File: src/design/jtag_rdbk_pkg.sv
// constants, layouts and state types of the jtag readback block
//
// Operation
// readback starts only after an ordered command sequence, then streams the configuration words out one interface.
// readback can be requested and drained over the internal port, the parallel port or the jtag port; the code takes the readback commands over wishbone only.
// with the capture mask written and control_one_reg bit 23 set, the stream carries the current register state.
// there are no snapshot cells, so a global snapshot command is refused and no snapshot primitive exists.
// user logic keeps the clocks of captured elements stopped for the whole readback sequence.
// captured logic-block register bits come back inverted, block and lut memory bits come back as stored.
// the counter is clocked only under the fourth user scan instruction in run-test/idle with tms low.
// the 8-bit count equals the number of test clocks given in run-test/idle while counting is enabled.
// the host shifts in the fourth user scan instruction before it gives the run-test/idle clocks.
// with the counter reset input low, one gated test clock in run-test/idle clears the counter.
// each counter bit drives one indicator output at all times.
// mode pins at 101 make jtag the configuration interface.
// the counter clock stops as soon as the instruction changes or run-test/idle with tms low ends.
// each enabled gated clock edge with reset inactive adds one and wraps from all ones to zero.
package jtag_rdbk_pkg;
  // ----------------------------------------------------------------
  // register map
  // ----------------------------------------------------------------
  localparam int ADDR_W = 8;
  localparam logic [7:0] CTRL_ONE_OFS = 8'h00;
  localparam logic [7:0] MASK_OFS = 8'h04;
  localparam logic [7:0] CMD_OFS = 8'h08;
  localparam logic [7:0] STATUS_OFS = 8'h0c;
  localparam logic [7:0] RDBK_DATA_OFS = 8'h10;
  localparam logic [7:0] CFG_LOAD_OFS = 8'h14;
  localparam logic [31:0] CTRL_ONE_RST = 32'h0000_0000;
  localparam logic [31:0] MASK_RST = 32'h0000_0000;
  localparam int CAPTURE_EN_BIT = 23;
  localparam int PAR_PATH_BIT = 0;
  localparam int ST_BUSY_BIT = 0;
  localparam int ST_SYNCED_BIT = 1;
  localparam int ST_SEQ_ERR_BIT = 2;
  localparam int ST_UNSUP_BIT = 3;
  localparam int ST_JTAG_MODE_BIT = 4;
  localparam int ST_COUNT_LSB = 8;
  // ----------------------------------------------------------------
  // command codes
  // ----------------------------------------------------------------
  localparam logic [7:0] CMD_SYNC = 8'h01;
  localparam logic [7:0] CMD_READBACK = 8'h02;
  localparam logic [7:0] CMD_DESYNC = 8'h03;
  localparam logic [7:0] CMD_GLOBAL_SNAPSHOT = 8'h0c;
  // ----------------------------------------------------------------
  // jtag instructions and mode pins
  // ----------------------------------------------------------------
  localparam int IR_LEN = 6;
  localparam logic [5:0] IR_USER_SCAN_FOUR = 6'h23;
  localparam logic [5:0] IR_CFG_OUT = 6'h04;
  localparam logic [5:0] IR_BYPASS = 6'h3f;
  localparam logic [5:0] IR_CAPTURE_PAT = 6'h01;
  localparam logic [2:0] MODE_JTAG = 3'h5;
  localparam int COUNT_W = 8;
  localparam int CFG_WORDS = 4;
  // ----------------------------------------------------------------
  // state types
  // ----------------------------------------------------------------
  typedef enum logic [15:0] {
    TAP_RESET = 16'h0001, TAP_IDLE = 16'h0002, TAP_SEL_DR = 16'h0004, TAP_CAP_DR = 16'h0008,
    TAP_SH_DR = 16'h0010, TAP_EX1_DR = 16'h0020, TAP_PAU_DR = 16'h0040, TAP_EX2_DR = 16'h0080,
    TAP_UPD_DR = 16'h0100, TAP_SEL_IR = 16'h0200, TAP_CAP_IR = 16'h0400, TAP_SH_IR = 16'h0800,
    TAP_EX1_IR = 16'h1000, TAP_PAU_IR = 16'h2000, TAP_EX2_IR = 16'h4000, TAP_UPD_IR = 16'h8000
  } tap_state_e;
  typedef enum logic [2:0] {RB_IDLE = 3'h1, RB_SYNCED = 3'h2, RB_STREAM = 3'h4} rb_state_e;
  typedef enum logic [2:0] {PATH_INTERNAL = 3'h1, PATH_PARALLEL = 3'h2, PATH_JTAG = 3'h4} rb_path_e;
endpackage : jtag_rdbk_pkg

File: src/design/counter_link_if.sv
// link between the tap control logic and the gated counter
`timescale 1ns/1ps
interface counter_link_if #(parameter int WIDTH = 8);
  logic tick;
  logic enable;
  logic clear;
  logic [WIDTH-1:0] count;
  modport ctl (output tick, output enable, output clear, input count);
  modport cnt (input tick, input enable, input clear, output count);
endinterface : counter_link_if

File: src/design/gated_counter.sv
// counter advanced only by gated test clock edges
`timescale 1ns/1ps
module gated_counter #(
  parameter int WIDTH = 8
) (
  // clock and reset
  input wire logic i_ref_clk,
  input wire logic i_reset,
  // control and count
  counter_link_if.cnt lnk
);
  // ----------------------------------------------------------------
  // count register
  // ----------------------------------------------------------------
  always_ff @(posedge i_ref_clk) begin
    if (i_reset) begin
      lnk.count <= '0;
    end else if (lnk.tick && lnk.enable) begin
      if (lnk.clear) begin
        lnk.count <= '0;
      end else begin
        lnk.count <= lnk.count + 1'b1;
      end
    end
  end
endmodule : gated_counter

File: src/design/jtag_rdbk_top.sv
// jtag tap, gated counter and configuration readback engine
`timescale 1ns/1ps
module jtag_rdbk_top #(
  parameter int CFG_WORDS = jtag_rdbk_pkg::CFG_WORDS,
  parameter int COUNT_W = jtag_rdbk_pkg::COUNT_W
) (
  // clock and reset
  input wire logic i_ref_clk,
  input wire logic i_reset,
  // wishbone slave
  input wire logic i_wb_cyc,
  input wire logic i_wb_stb,
  input wire logic i_wb_we,
  input wire logic [7:0] i_wb_adr,
  input wire logic [3:0] i_wb_sel,
  input wire logic [31:0] i_wb_dat,
  output logic [31:0] o_wb_dat,
  output logic o_wb_ack,
  // jtag pins
  input wire logic i_tck,
  input wire logic i_tms,
  input wire logic i_tdi,
  output logic o_tdo,
  output logic o_tdo_oe,
  // mode pins and counter reset pin
  input wire logic [2:0] i_mode_pins,
  input wire logic i_count_rst_n,
  // parallel readback port
  input wire logic i_par_ready,
  output logic [31:0] o_par_data,
  output logic o_par_valid,
  // same-domain memory state for capture
  input wire logic [7:0] i_bram_state,
  input wire logic [7:0] i_lutram_state,
  // indicators
  output logic [COUNT_W-1:0] o_led
);
  localparam int IDX_W = $clog2(CFG_WORDS + 2);

  // ----------------------------------------------------------------
  // pin synchronisers
  // ----------------------------------------------------------------
  logic [7:0] sync_a;
  logic [7:0] sync_b;
  logic tck_d;
  logic par_ready_d;
  logic tck_s, tms_s, tdi_s, count_rst_n_s, par_ready_s;
  logic [2:0] mode_s;

  always_ff @(posedge i_ref_clk) begin
    if (i_reset) begin
      sync_a <= 8'h08;
      sync_b <= 8'h08;
      tck_d <= 1'b0;
      par_ready_d <= 1'b0;
    end else begin
      sync_a <= {i_mode_pins, i_par_ready, i_count_rst_n, i_tdi, i_tms, i_tck};
      sync_b <= sync_a;
      tck_d <= sync_b[0];
      par_ready_d <= sync_b[4];
    end
  end

  assign {mode_s, par_ready_s, count_rst_n_s, tdi_s, tms_s, tck_s} = sync_b;
  wire tck_rise = tck_s && !tck_d;
  wire tck_fall = !tck_s && tck_d;
  wire par_ready_rise = par_ready_s && !par_ready_d;
  wire mode_jtag = (mode_s == jtag_rdbk_pkg::MODE_JTAG);

  // ----------------------------------------------------------------
  // tap controller
  // ----------------------------------------------------------------
  jtag_rdbk_pkg::tap_state_e tap;
  logic [jtag_rdbk_pkg::IR_LEN-1:0] ir;
  logic [jtag_rdbk_pkg::IR_LEN-1:0] ir_sr;
  logic [31:0] dr_sr;

  function automatic jtag_rdbk_pkg::tap_state_e tap_next(input jtag_rdbk_pkg::tap_state_e s, input logic m);
    jtag_rdbk_pkg::tap_state_e n;
    n = jtag_rdbk_pkg::TAP_RESET;
    unique case (s)
      jtag_rdbk_pkg::TAP_RESET: n = m ? jtag_rdbk_pkg::TAP_RESET : jtag_rdbk_pkg::TAP_IDLE;
      jtag_rdbk_pkg::TAP_IDLE: n = m ? jtag_rdbk_pkg::TAP_SEL_DR : jtag_rdbk_pkg::TAP_IDLE;
      jtag_rdbk_pkg::TAP_SEL_DR: n = m ? jtag_rdbk_pkg::TAP_SEL_IR : jtag_rdbk_pkg::TAP_CAP_DR;
      jtag_rdbk_pkg::TAP_CAP_DR: n = m ? jtag_rdbk_pkg::TAP_EX1_DR : jtag_rdbk_pkg::TAP_SH_DR;
      jtag_rdbk_pkg::TAP_SH_DR: n = m ? jtag_rdbk_pkg::TAP_EX1_DR : jtag_rdbk_pkg::TAP_SH_DR;
      jtag_rdbk_pkg::TAP_EX1_DR: n = m ? jtag_rdbk_pkg::TAP_UPD_DR : jtag_rdbk_pkg::TAP_PAU_DR;
      jtag_rdbk_pkg::TAP_PAU_DR: n = m ? jtag_rdbk_pkg::TAP_EX2_DR : jtag_rdbk_pkg::TAP_PAU_DR;
      jtag_rdbk_pkg::TAP_EX2_DR: n = m ? jtag_rdbk_pkg::TAP_UPD_DR : jtag_rdbk_pkg::TAP_SH_DR;
      jtag_rdbk_pkg::TAP_UPD_DR: n = m ? jtag_rdbk_pkg::TAP_SEL_DR : jtag_rdbk_pkg::TAP_IDLE;
      jtag_rdbk_pkg::TAP_SEL_IR: n = m ? jtag_rdbk_pkg::TAP_RESET : jtag_rdbk_pkg::TAP_CAP_IR;
      jtag_rdbk_pkg::TAP_CAP_IR: n = m ? jtag_rdbk_pkg::TAP_EX1_IR : jtag_rdbk_pkg::TAP_SH_IR;
      jtag_rdbk_pkg::TAP_SH_IR: n = m ? jtag_rdbk_pkg::TAP_EX1_IR : jtag_rdbk_pkg::TAP_SH_IR;
      jtag_rdbk_pkg::TAP_EX1_IR: n = m ? jtag_rdbk_pkg::TAP_UPD_IR : jtag_rdbk_pkg::TAP_PAU_IR;
      jtag_rdbk_pkg::TAP_PAU_IR: n = m ? jtag_rdbk_pkg::TAP_EX2_IR : jtag_rdbk_pkg::TAP_PAU_IR;
      jtag_rdbk_pkg::TAP_EX2_IR: n = m ? jtag_rdbk_pkg::TAP_UPD_IR : jtag_rdbk_pkg::TAP_SH_IR;
      jtag_rdbk_pkg::TAP_UPD_IR: n = m ? jtag_rdbk_pkg::TAP_SEL_DR : jtag_rdbk_pkg::TAP_IDLE;
    endcase
    return n;
  endfunction : tap_next

  always_ff @(posedge i_ref_clk) begin
    if (i_reset) begin
      tap <= jtag_rdbk_pkg::TAP_RESET;
    end else if (tck_rise) begin
      tap <= tap_next(tap, tms_s);
    end
  end

  // instruction register; update replaces the active instruction at once
  always_ff @(posedge i_ref_clk) begin
    if (i_reset) begin
      ir <= jtag_rdbk_pkg::IR_BYPASS;
      ir_sr <= '0;
    end else if (tck_rise) begin
      unique case (tap)
        jtag_rdbk_pkg::TAP_RESET: ir <= jtag_rdbk_pkg::IR_BYPASS;
        jtag_rdbk_pkg::TAP_CAP_IR: ir_sr <= jtag_rdbk_pkg::IR_CAPTURE_PAT;
        jtag_rdbk_pkg::TAP_SH_IR: ir_sr <= {tdi_s, ir_sr[jtag_rdbk_pkg::IR_LEN-1:1]};
        jtag_rdbk_pkg::TAP_UPD_IR: ir <= ir_sr;
        default: ;
      endcase
    end
  end

  // ----------------------------------------------------------------
  // gated counter
  // ----------------------------------------------------------------
  counter_link_if #(.WIDTH(COUNT_W)) cnt_lnk ();

  wire user_four_active = (ir == jtag_rdbk_pkg::IR_USER_SCAN_FOUR);
  // tms is taken with the edge: a high tms edge leaves idle and is not counted
  assign cnt_lnk.enable = user_four_active && (tap == jtag_rdbk_pkg::TAP_IDLE) && !tms_s;
  assign cnt_lnk.tick = tck_rise;
  assign cnt_lnk.clear = !count_rst_n_s;

  gated_counter #(.WIDTH(COUNT_W)) u_counter (
    .i_ref_clk(i_ref_clk),
    .i_reset(i_reset),
    .lnk(cnt_lnk)
  );

  assign o_led = cnt_lnk.count;

  // ----------------------------------------------------------------
  // wishbone registers
  // ----------------------------------------------------------------
  logic [31:0] control_one_reg;
  logic [31:0] capture_mask_reg;
  logic seq_err;
  logic unsup_err;
  logic [31:0] status_word;

  wire wb_req = i_wb_cyc && i_wb_stb;
  wire wb_wr = wb_req && o_wb_ack && i_wb_we;
  wire wb_rd = wb_req && o_wb_ack && !i_wb_we;

  function automatic logic [31:0] merge_sel(input logic [31:0] old, input logic [31:0] nw, input logic [3:0] sel);
    logic [31:0] r;
    r = old;
    for (int b = 0; b < 4; b++) begin
      if (sel[b]) begin
        r[8*b +: 8] = nw[8*b +: 8];
      end
    end
    return r;
  endfunction : merge_sel

  always_ff @(posedge i_ref_clk) begin
    if (i_reset) begin
      control_one_reg <= jtag_rdbk_pkg::CTRL_ONE_RST;
      capture_mask_reg <= jtag_rdbk_pkg::MASK_RST;
    end else if (wb_wr) begin
      if (i_wb_adr == jtag_rdbk_pkg::CTRL_ONE_OFS) begin
        control_one_reg <= merge_sel(control_one_reg, i_wb_dat, i_wb_sel);
      end
      if (i_wb_adr == jtag_rdbk_pkg::MASK_OFS) begin
        capture_mask_reg <= merge_sel(capture_mask_reg, i_wb_dat, i_wb_sel);
      end
    end
  end

  // ----------------------------------------------------------------
  // readback engine
  // ----------------------------------------------------------------
  jtag_rdbk_pkg::rb_state_e rb_state;
  jtag_rdbk_pkg::rb_path_e rb_path;
  logic [31:0] cfg_mem [CFG_WORDS];
  logic [IDX_W-1:0] cfg_wptr;
  logic [IDX_W-1:0] rb_idx;
  logic [IDX_W-1:0] rb_total;
  logic [31:0] capture_word;
  logic [31:0] rb_word;

  wire cmd_wr = wb_wr && (i_wb_adr == jtag_rdbk_pkg::CMD_OFS) && i_wb_sel[0];
  wire [7:0] cmd_code = i_wb_dat[7:0];
  wire streaming = (rb_state == jtag_rdbk_pkg::RB_STREAM);
  wire rb_start = cmd_wr && (cmd_code == jtag_rdbk_pkg::CMD_READBACK) && (rb_state == jtag_rdbk_pkg::RB_SYNCED);
  wire pop_int = wb_rd && (i_wb_adr == jtag_rdbk_pkg::RDBK_DATA_OFS) && (rb_path == jtag_rdbk_pkg::PATH_INTERNAL);
  wire pop_par = par_ready_rise && (rb_path == jtag_rdbk_pkg::PATH_PARALLEL);
  wire pop_jtag = tck_rise && (tap == jtag_rdbk_pkg::TAP_UPD_DR) && (ir == jtag_rdbk_pkg::IR_CFG_OUT)
                  && (rb_path == jtag_rdbk_pkg::PATH_JTAG);
  wire rb_pop = streaming && (pop_int || pop_par || pop_jtag);

  // logic-block bits inverted, memory bits as stored; the clock must already be frozen
  assign capture_word = {8'h00, i_lutram_state, i_bram_state, ~cnt_lnk.count} & capture_mask_reg;
  assign rb_word = (rb_idx < IDX_W'(CFG_WORDS)) ? cfg_mem[rb_idx[$clog2(CFG_WORDS)-1:0]] : capture_word;

  always_ff @(posedge i_ref_clk) begin
    if (i_reset) begin
      rb_state <= jtag_rdbk_pkg::RB_IDLE;
      rb_path <= jtag_rdbk_pkg::PATH_INTERNAL;
      rb_idx <= '0;
      rb_total <= '0;
    end else if (cmd_wr && cmd_code == jtag_rdbk_pkg::CMD_DESYNC) begin
      rb_state <= jtag_rdbk_pkg::RB_IDLE;
    end else if (cmd_wr && cmd_code == jtag_rdbk_pkg::CMD_SYNC && rb_state == jtag_rdbk_pkg::RB_IDLE) begin
      rb_state <= jtag_rdbk_pkg::RB_SYNCED;
    end else if (rb_start) begin
      rb_state <= jtag_rdbk_pkg::RB_STREAM;
      rb_idx <= '0;
      rb_total <= IDX_W'(CFG_WORDS) + IDX_W'(control_one_reg[jtag_rdbk_pkg::CAPTURE_EN_BIT]);
      if (mode_jtag) begin
        rb_path <= jtag_rdbk_pkg::PATH_JTAG;
      end else if (control_one_reg[jtag_rdbk_pkg::PAR_PATH_BIT]) begin
        rb_path <= jtag_rdbk_pkg::PATH_PARALLEL;
      end else begin
        rb_path <= jtag_rdbk_pkg::PATH_INTERNAL;
      end
    end else if (rb_pop) begin
      rb_idx <= rb_idx + 1'b1;
      if (rb_idx + 1'b1 == rb_total) begin
        rb_state <= jtag_rdbk_pkg::RB_IDLE;
      end
    end
  end

  // configuration words loaded in order while synced
  always_ff @(posedge i_ref_clk) begin
    if (i_reset) begin
      cfg_wptr <= '0;
      for (int i = 0; i < CFG_WORDS; i++) begin
        cfg_mem[i] <= '0;
      end
    end else if (cmd_wr && cmd_code == jtag_rdbk_pkg::CMD_SYNC) begin
      cfg_wptr <= '0;
    end else if (wb_wr && i_wb_adr == jtag_rdbk_pkg::CFG_LOAD_OFS && rb_state == jtag_rdbk_pkg::RB_SYNCED
                 && cfg_wptr < IDX_W'(CFG_WORDS)) begin
      cfg_mem[cfg_wptr[$clog2(CFG_WORDS)-1:0]] <= i_wb_dat;
      cfg_wptr <= cfg_wptr + 1'b1;
    end
  end

  // error flags: write one to clear, a new event in the same cycle wins
  wire st_clr = wb_wr && (i_wb_adr == jtag_rdbk_pkg::STATUS_OFS) && i_wb_sel[0];
  wire seq_set = cmd_wr && (cmd_code == jtag_rdbk_pkg::CMD_READBACK) && !rb_start;
  wire unsup_set = cmd_wr && (cmd_code == jtag_rdbk_pkg::CMD_GLOBAL_SNAPSHOT);

  always_ff @(posedge i_ref_clk) begin
    if (i_reset) begin
      seq_err <= 1'b0;
      unsup_err <= 1'b0;
    end else begin
      seq_err <= seq_set || (seq_err && !(st_clr && i_wb_dat[jtag_rdbk_pkg::ST_SEQ_ERR_BIT]));
      unsup_err <= unsup_set || (unsup_err && !(st_clr && i_wb_dat[jtag_rdbk_pkg::ST_UNSUP_BIT]));
    end
  end

  always_comb begin
    status_word = '0;
    status_word[jtag_rdbk_pkg::ST_BUSY_BIT] = streaming;
    status_word[jtag_rdbk_pkg::ST_SYNCED_BIT] = (rb_state == jtag_rdbk_pkg::RB_SYNCED);
    status_word[jtag_rdbk_pkg::ST_SEQ_ERR_BIT] = seq_err;
    status_word[jtag_rdbk_pkg::ST_UNSUP_BIT] = unsup_err;
    status_word[jtag_rdbk_pkg::ST_JTAG_MODE_BIT] = mode_jtag;
    status_word[jtag_rdbk_pkg::ST_COUNT_LSB +: COUNT_W] = cnt_lnk.count;
  end

  // ack one cycle after the request, dropped the cycle after
  always_ff @(posedge i_ref_clk) begin
    if (i_reset) begin
      o_wb_ack <= 1'b0;
      o_wb_dat <= '0;
    end else begin
      o_wb_ack <= wb_req && !o_wb_ack;
      if (wb_req && !o_wb_ack) begin
        unique case (i_wb_adr)
          jtag_rdbk_pkg::CTRL_ONE_OFS: o_wb_dat <= control_one_reg;
          jtag_rdbk_pkg::MASK_OFS: o_wb_dat <= capture_mask_reg;
          jtag_rdbk_pkg::STATUS_OFS: o_wb_dat <= status_word;
          jtag_rdbk_pkg::RDBK_DATA_OFS: o_wb_dat <= streaming ? rb_word : 32'h0000_0000;
          default: o_wb_dat <= 32'h0000_0000;
        endcase
      end
    end
  end

  // ----------------------------------------------------------------
  // jtag data register and tdo
  // ----------------------------------------------------------------
  always_ff @(posedge i_ref_clk) begin
    if (i_reset) begin
      dr_sr <= '0;
    end else if (tck_rise) begin
      if (tap == jtag_rdbk_pkg::TAP_CAP_DR) begin
        if (ir == jtag_rdbk_pkg::IR_CFG_OUT) begin
          dr_sr <= (streaming && rb_path == jtag_rdbk_pkg::PATH_JTAG) ? rb_word : 32'h0000_0000;
        end else if (user_four_active) begin
          dr_sr <= 32'(cnt_lnk.count);
        end else begin
          dr_sr <= '0;
        end
      end else if (tap == jtag_rdbk_pkg::TAP_SH_DR) begin
        // bypass is a single bit, other data registers are full words
        dr_sr <= (ir == jtag_rdbk_pkg::IR_BYPASS) ? {31'h0000_0000, tdi_s} : {tdi_s, dr_sr[31:1]};
      end
    end
  end

  always_ff @(posedge i_ref_clk) begin
    if (i_reset) begin
      o_tdo <= 1'b0;
      o_tdo_oe <= 1'b0;
    end else if (tck_fall) begin
      o_tdo <= (tap == jtag_rdbk_pkg::TAP_SH_IR) ? ir_sr[0] : dr_sr[0];
      o_tdo_oe <= (tap == jtag_rdbk_pkg::TAP_SH_IR) || (tap == jtag_rdbk_pkg::TAP_SH_DR);
    end
  end

  // ----------------------------------------------------------------
  // parallel port
  // ----------------------------------------------------------------
  assign o_par_valid = streaming && (rb_path == jtag_rdbk_pkg::PATH_PARALLEL);

  always_ff @(posedge i_ref_clk) begin
    if (i_reset) begin
      o_par_data <= '0;
    end else begin
      o_par_data <= rb_word;
    end
  end
endmodule : jtag_rdbk_top

File: config.mk
export PLATFORM = sky130hd
export DESIGN_NAME = jtag_rdbk_top
export DESIGN_NICKNAME = d
export VERILOG_FILES = /design/src/design/jtag_rdbk_pkg.sv /design/src/design/counter_link_if.sv /design/src/design/gated_counter.sv /design/src/design/jtag_rdbk_top.sv
export SDC_FILE = /design/constraint.sdc
export NUM_CORES = 1
export LEC_CHECK = 0
export BUFFER_PORTS_ARGS = -buffer_cell sky130_fd_sc_hd__buf_2
export CAP_MARGIN = 20
export CORE_MARGIN = 2
export CORE_UTILIZATION = 50
export DETAILED_ROUTE_END_ITERATION = 6
export MAX_ROUTING_LAYER = met4
export PLACE_DENSITY = 0.72
export SYNTH_ARGS = -nofsm -noshare
export SYNTH_HDL_FRONTEND = slang
export SYNTH_SLANG_ARGS = --single-unit
File: constraint.sdc
create_clock -name i_ref_clk -period 2.9 [get_ports i_ref_clk]
set_clock_uncertainty 0.2 [all_clocks]
set_input_delay 0.435 -clock i_ref_clk [delete_from_list [all_inputs] [get_ports i_ref_clk]]
set_output_delay 0.435 -clock i_ref_clk [all_outputs]
set_load 0.03 [all_outputs]
==> impl_metrics.env <==
export IMPL_peakVddDrop_mv=0.396
export IMPL_numPlacedInstances=1998
export IMPL_slew_viol_final=0
export IMPL_totalWireLength_mm=42.4
export IMPL_synth_compound_area_share_pct=11.0
export IMPL_clk_pin_slew_ns=0.06
export IMPL_grt_max_degree=71
export IMPL_gp_congestion=0.906
export IMPL_p_per_area_nw_per_um2=569
export IMPL_clock_sinks=363
export IMPL_mostFrequentLayoutCell="dfxtp_1"
export IMPL_drive_above_1_share_pct=22.0
export IMPL_grt_use_met2_pct=40.8
export IMPL_die_h_um=180
export IMPL_maxSlewHeadroom_pct=39.8
export IMPL_largest_reg_flops=128
export IMPL_grt_setup_unrepaired="false"
export IMPL_p_total_mw=10.6
export IMPL_grt_pass1_vias=11800
export IMPL_layout_min_cycle_time_ns=2.64
export IMPL_holdCritPathClass="input port to flop"
export IMPL_ys_seq_elements=363
export IMPL_syn_num_nets=1527
export IMPL_met3_usage_pct=5.38
export IMPL_max_cap_violations=0
export IMPL_vias_per_cell=5.84
export IMPL_syn2layout_area_growth_pct=20.2
export IMPL_final_nets=1727
export IMPL_finalHoldViolCount=0
export IMPL_wl_per_cell_um=20.4
export IMPL_drt_iter0_drc=1447
export IMPL_h_tree_depth=2
export IMPL_top_register="cfg_mem"
export IMPL_fin_cells=2078
export IMPL_port_buffers=148
export IMPL_max_clock_freq_mhz=378
export IMPL_synth_avg_cell_area_um2=10.7
export IMPL_utilization_pct=61.1
export IMPL_yosys_most_used_dff="dfxtp_1"
export IMPL_cp_cell_sequence="nor3b_1 -> buf_4 -> nand2_1 -> or4_1 -> nor4_4 -> or2_2 -> buf_12"
export IMPL_fin_crit_sh_pct=91.2
export IMPL_cellLeakagePower_nw=7.56
export IMPL_cts_tree="done"
export IMPL_status="finished clean"
export IMPL_cp_max_fo=21
export IMPL_die_w_um=180
export IMPL_route_vias_total=12100
export IMPL_route_detailed_drc=0
export IMPL_critPathKind="flop to flop"
export IMPL_grt_pass1_wl_mm=66.8
export IMPL_hpwl_mm=29.7
export IMPL_gr_usage_met1_pct=36.1
export IMPL_setup_viol=0
export IMPL_synth_edf_count=128
export IMPL_antenna_found_initial=2
export IMPL_synthSimpleGateAreaFrac_pct=20.7
export IMPL_cts_made_buffers=39
export IMPL_cp_num_buf_inv=2
export IMPL_track_usage_pct=26.6
export IMPL_synth_xor_area_share_pct=0.845
export IMPL_cp_arrival_ns=2.67
export IMPL_row_count=64
export IMPL_setup_worst_path_start_class="flop"
export IMPL_antenna_left=0
export IMPL_cp_slowest_stage_delay_ns=0.63
export IMPL_clkLatencyLatePin_ns=0.52
export IMPL_overflow=0
export IMPL_cts_buffer_depth=3
export IMPL_syn_area_um2=15600
export IMPL_drt_pass1_iterations=6
export IMPL_synth_fa_ha_area_share_pct=0.241
export IMPL_synthMuxAreaShare_pct=9.56
export IMPL_synth_cell_type_count=65
export IMPL_ios=149
export IMPL_dieArea_um2=32500
export IMPL_layout_common_cells="dfxtp_1, nor2_1, buf_2"
export IMPL_yosysSeqAreaShare_pct=55.0
export IMPL_syn_inst=1451
export IMPL_async_flop_share_pct=0
export IMPL_cts_root_buffer="clkbuf_16"
export IMPL_critPathTopFamily="simple AND/OR/NAND/NOR gates"
export IMPL_worstMarginPinSlew_ns=0.900
export IMPL_critPathCaptureType="flop"
export IMPL_start_util_pct=50.8
export IMPL_dp_slack_ns=-0.00963
export IMPL_ys_warnings_count=0
export IMPL_synth_top_family_by_area="simple AND/OR/NAND/NOR gates"
export IMPL_grt_busiest_layer="met2"
export IMPL_coreArea_um2=30600
export IMPL_cp_slowest_cell="or4_1"
export IMPL_layout_setup_ws_ns=0.255
export IMPL_worstPathRequired_ns=2.93
## cell usage after synthesis, types with 13 or more instances
cell | n | share of area (%)
a221oi_1 | 20 | 1.1
dfxtp_1 | 235 | 30
inv_1 | 13 | 0.31
nand4_1 | 13 | 0.52
a222oi_1 | 15 | 0.97
a22oi_1 | 28 | 1.4
buf_2 | 14 | 0.45
nor2b_1 | 35 | 1.4
a21oi_1 | 62 | 2.0
nor2_1 | 182 | 4.4
mux2i_1 | 71 | 4.6
and2_1 | 146 | 5.9
o21ai_1 | 13 | 0.42
mux4_2 | 32 | 4.6
nand2_1 | 74 | 1.8
edfxtp_1 | 128 | 25
nand3_1 | 33 | 1.1
o21ai_0 | 74 | 2.4
clkbuf_1 | 76 | 1.8
nor3_1 | 20 | 0.64
## kinds of logic (layout without fill, tap and decap cells)
kind of cell | after synthesis | in the layout
muxes | 108 | 108
buffers and inverters | 107 | 336
xor gates and xnor gates | 15 | 15
adders and majority gates | 3 | 3
DFF | 363 | 363
other | 0 | 2
and+or+nand+nor | 591 | 591
AOI/OAI and AO/OA | 264 | 264
## what timing repair did
item                      in CTS  in global routing
hold buffers                   8                  0
hold endpoints to repair       8                  0
resized for setup              0                  0
setup buffers                  0                  0
## layer usage
layer / up-vias / wire (um) / part of all wire, %
met4: 0 / 865 / 2.0
met2: 522 / 19600 / 46
li1: 5654 / - / -
met5: - / 0 / 0
met3: 67 / 3930 / 9.3
met1: 5887 / 18000 / 42
## power by group
group	internal (mW)	switching [mW]
clock	2.78	2.00
combinational	0.162	0.295
sequential	5.36	0.0367
## worst reg2reg max path: stages, from the launching register on
cell	delay [ns]
dfxtp_1	0.40
nor3b_1	0.21
buf_4	0.14
nand2_1	0.05
or4_1	0.63
nor4_4	0.28
or2_2	0.23
buf_12	0.19
## layout make-up
| type | count | area, um2 |
|---|---|---|
| Tap cell | 396 | 495 |
| Inverter | 14 | 52.6 |
| Sequential cell | 363 | 8550 |
| Clock buffer | 57 | 1120 |
| Clock inverter | 13 | 123 |
| Antenna cell | 2 | 5.00 |
| Multi-Input combinational cell | 981 | 6630 |
| Timing Repair Buffer | 252 | 1720 |
| Fill cell | 2482 | 11900 |
## per-stage QoR
stage | cell area [um2] | hold slack, ns | setup TNS, ns
floorplan | 15600 | 0.189 | 0
global placement | 17400 | 0.202 | 0
detailed placement | 17400 | 0.205 | -0.165
CTS | 18700 | 0.0107 | 0
global route | 18700 | 0.0355 | 0
finish | 18700 | 0.0244 | 0
## path summary, 6_finish.rpt
kind | cells past startpoint | slack [ns] | to | start
worst max register to register | 7 | 0.26 | cfg_mem[0][26]$_SDFFCE_PN0P_ | rb_state[1]$_SDFFE_PP0P_
worst min-delay path | 3 | 0.02 | control_one_reg[17]$_SDFFE_PP0P_ | i_wb_dat[17]
worst max-delay path | 7 | 0.26 | cfg_mem[0][26]$_SDFFCE_PN0P_ | rb_state[1]$_SDFFE_PP0P_
worst min register to register | 1 | 0.24 | sync_b[3]$_SDFF_PP1_ | sync_a[3]$_SDFF_PP1_
No activity file was read; power rests on OpenSTA's default activity.
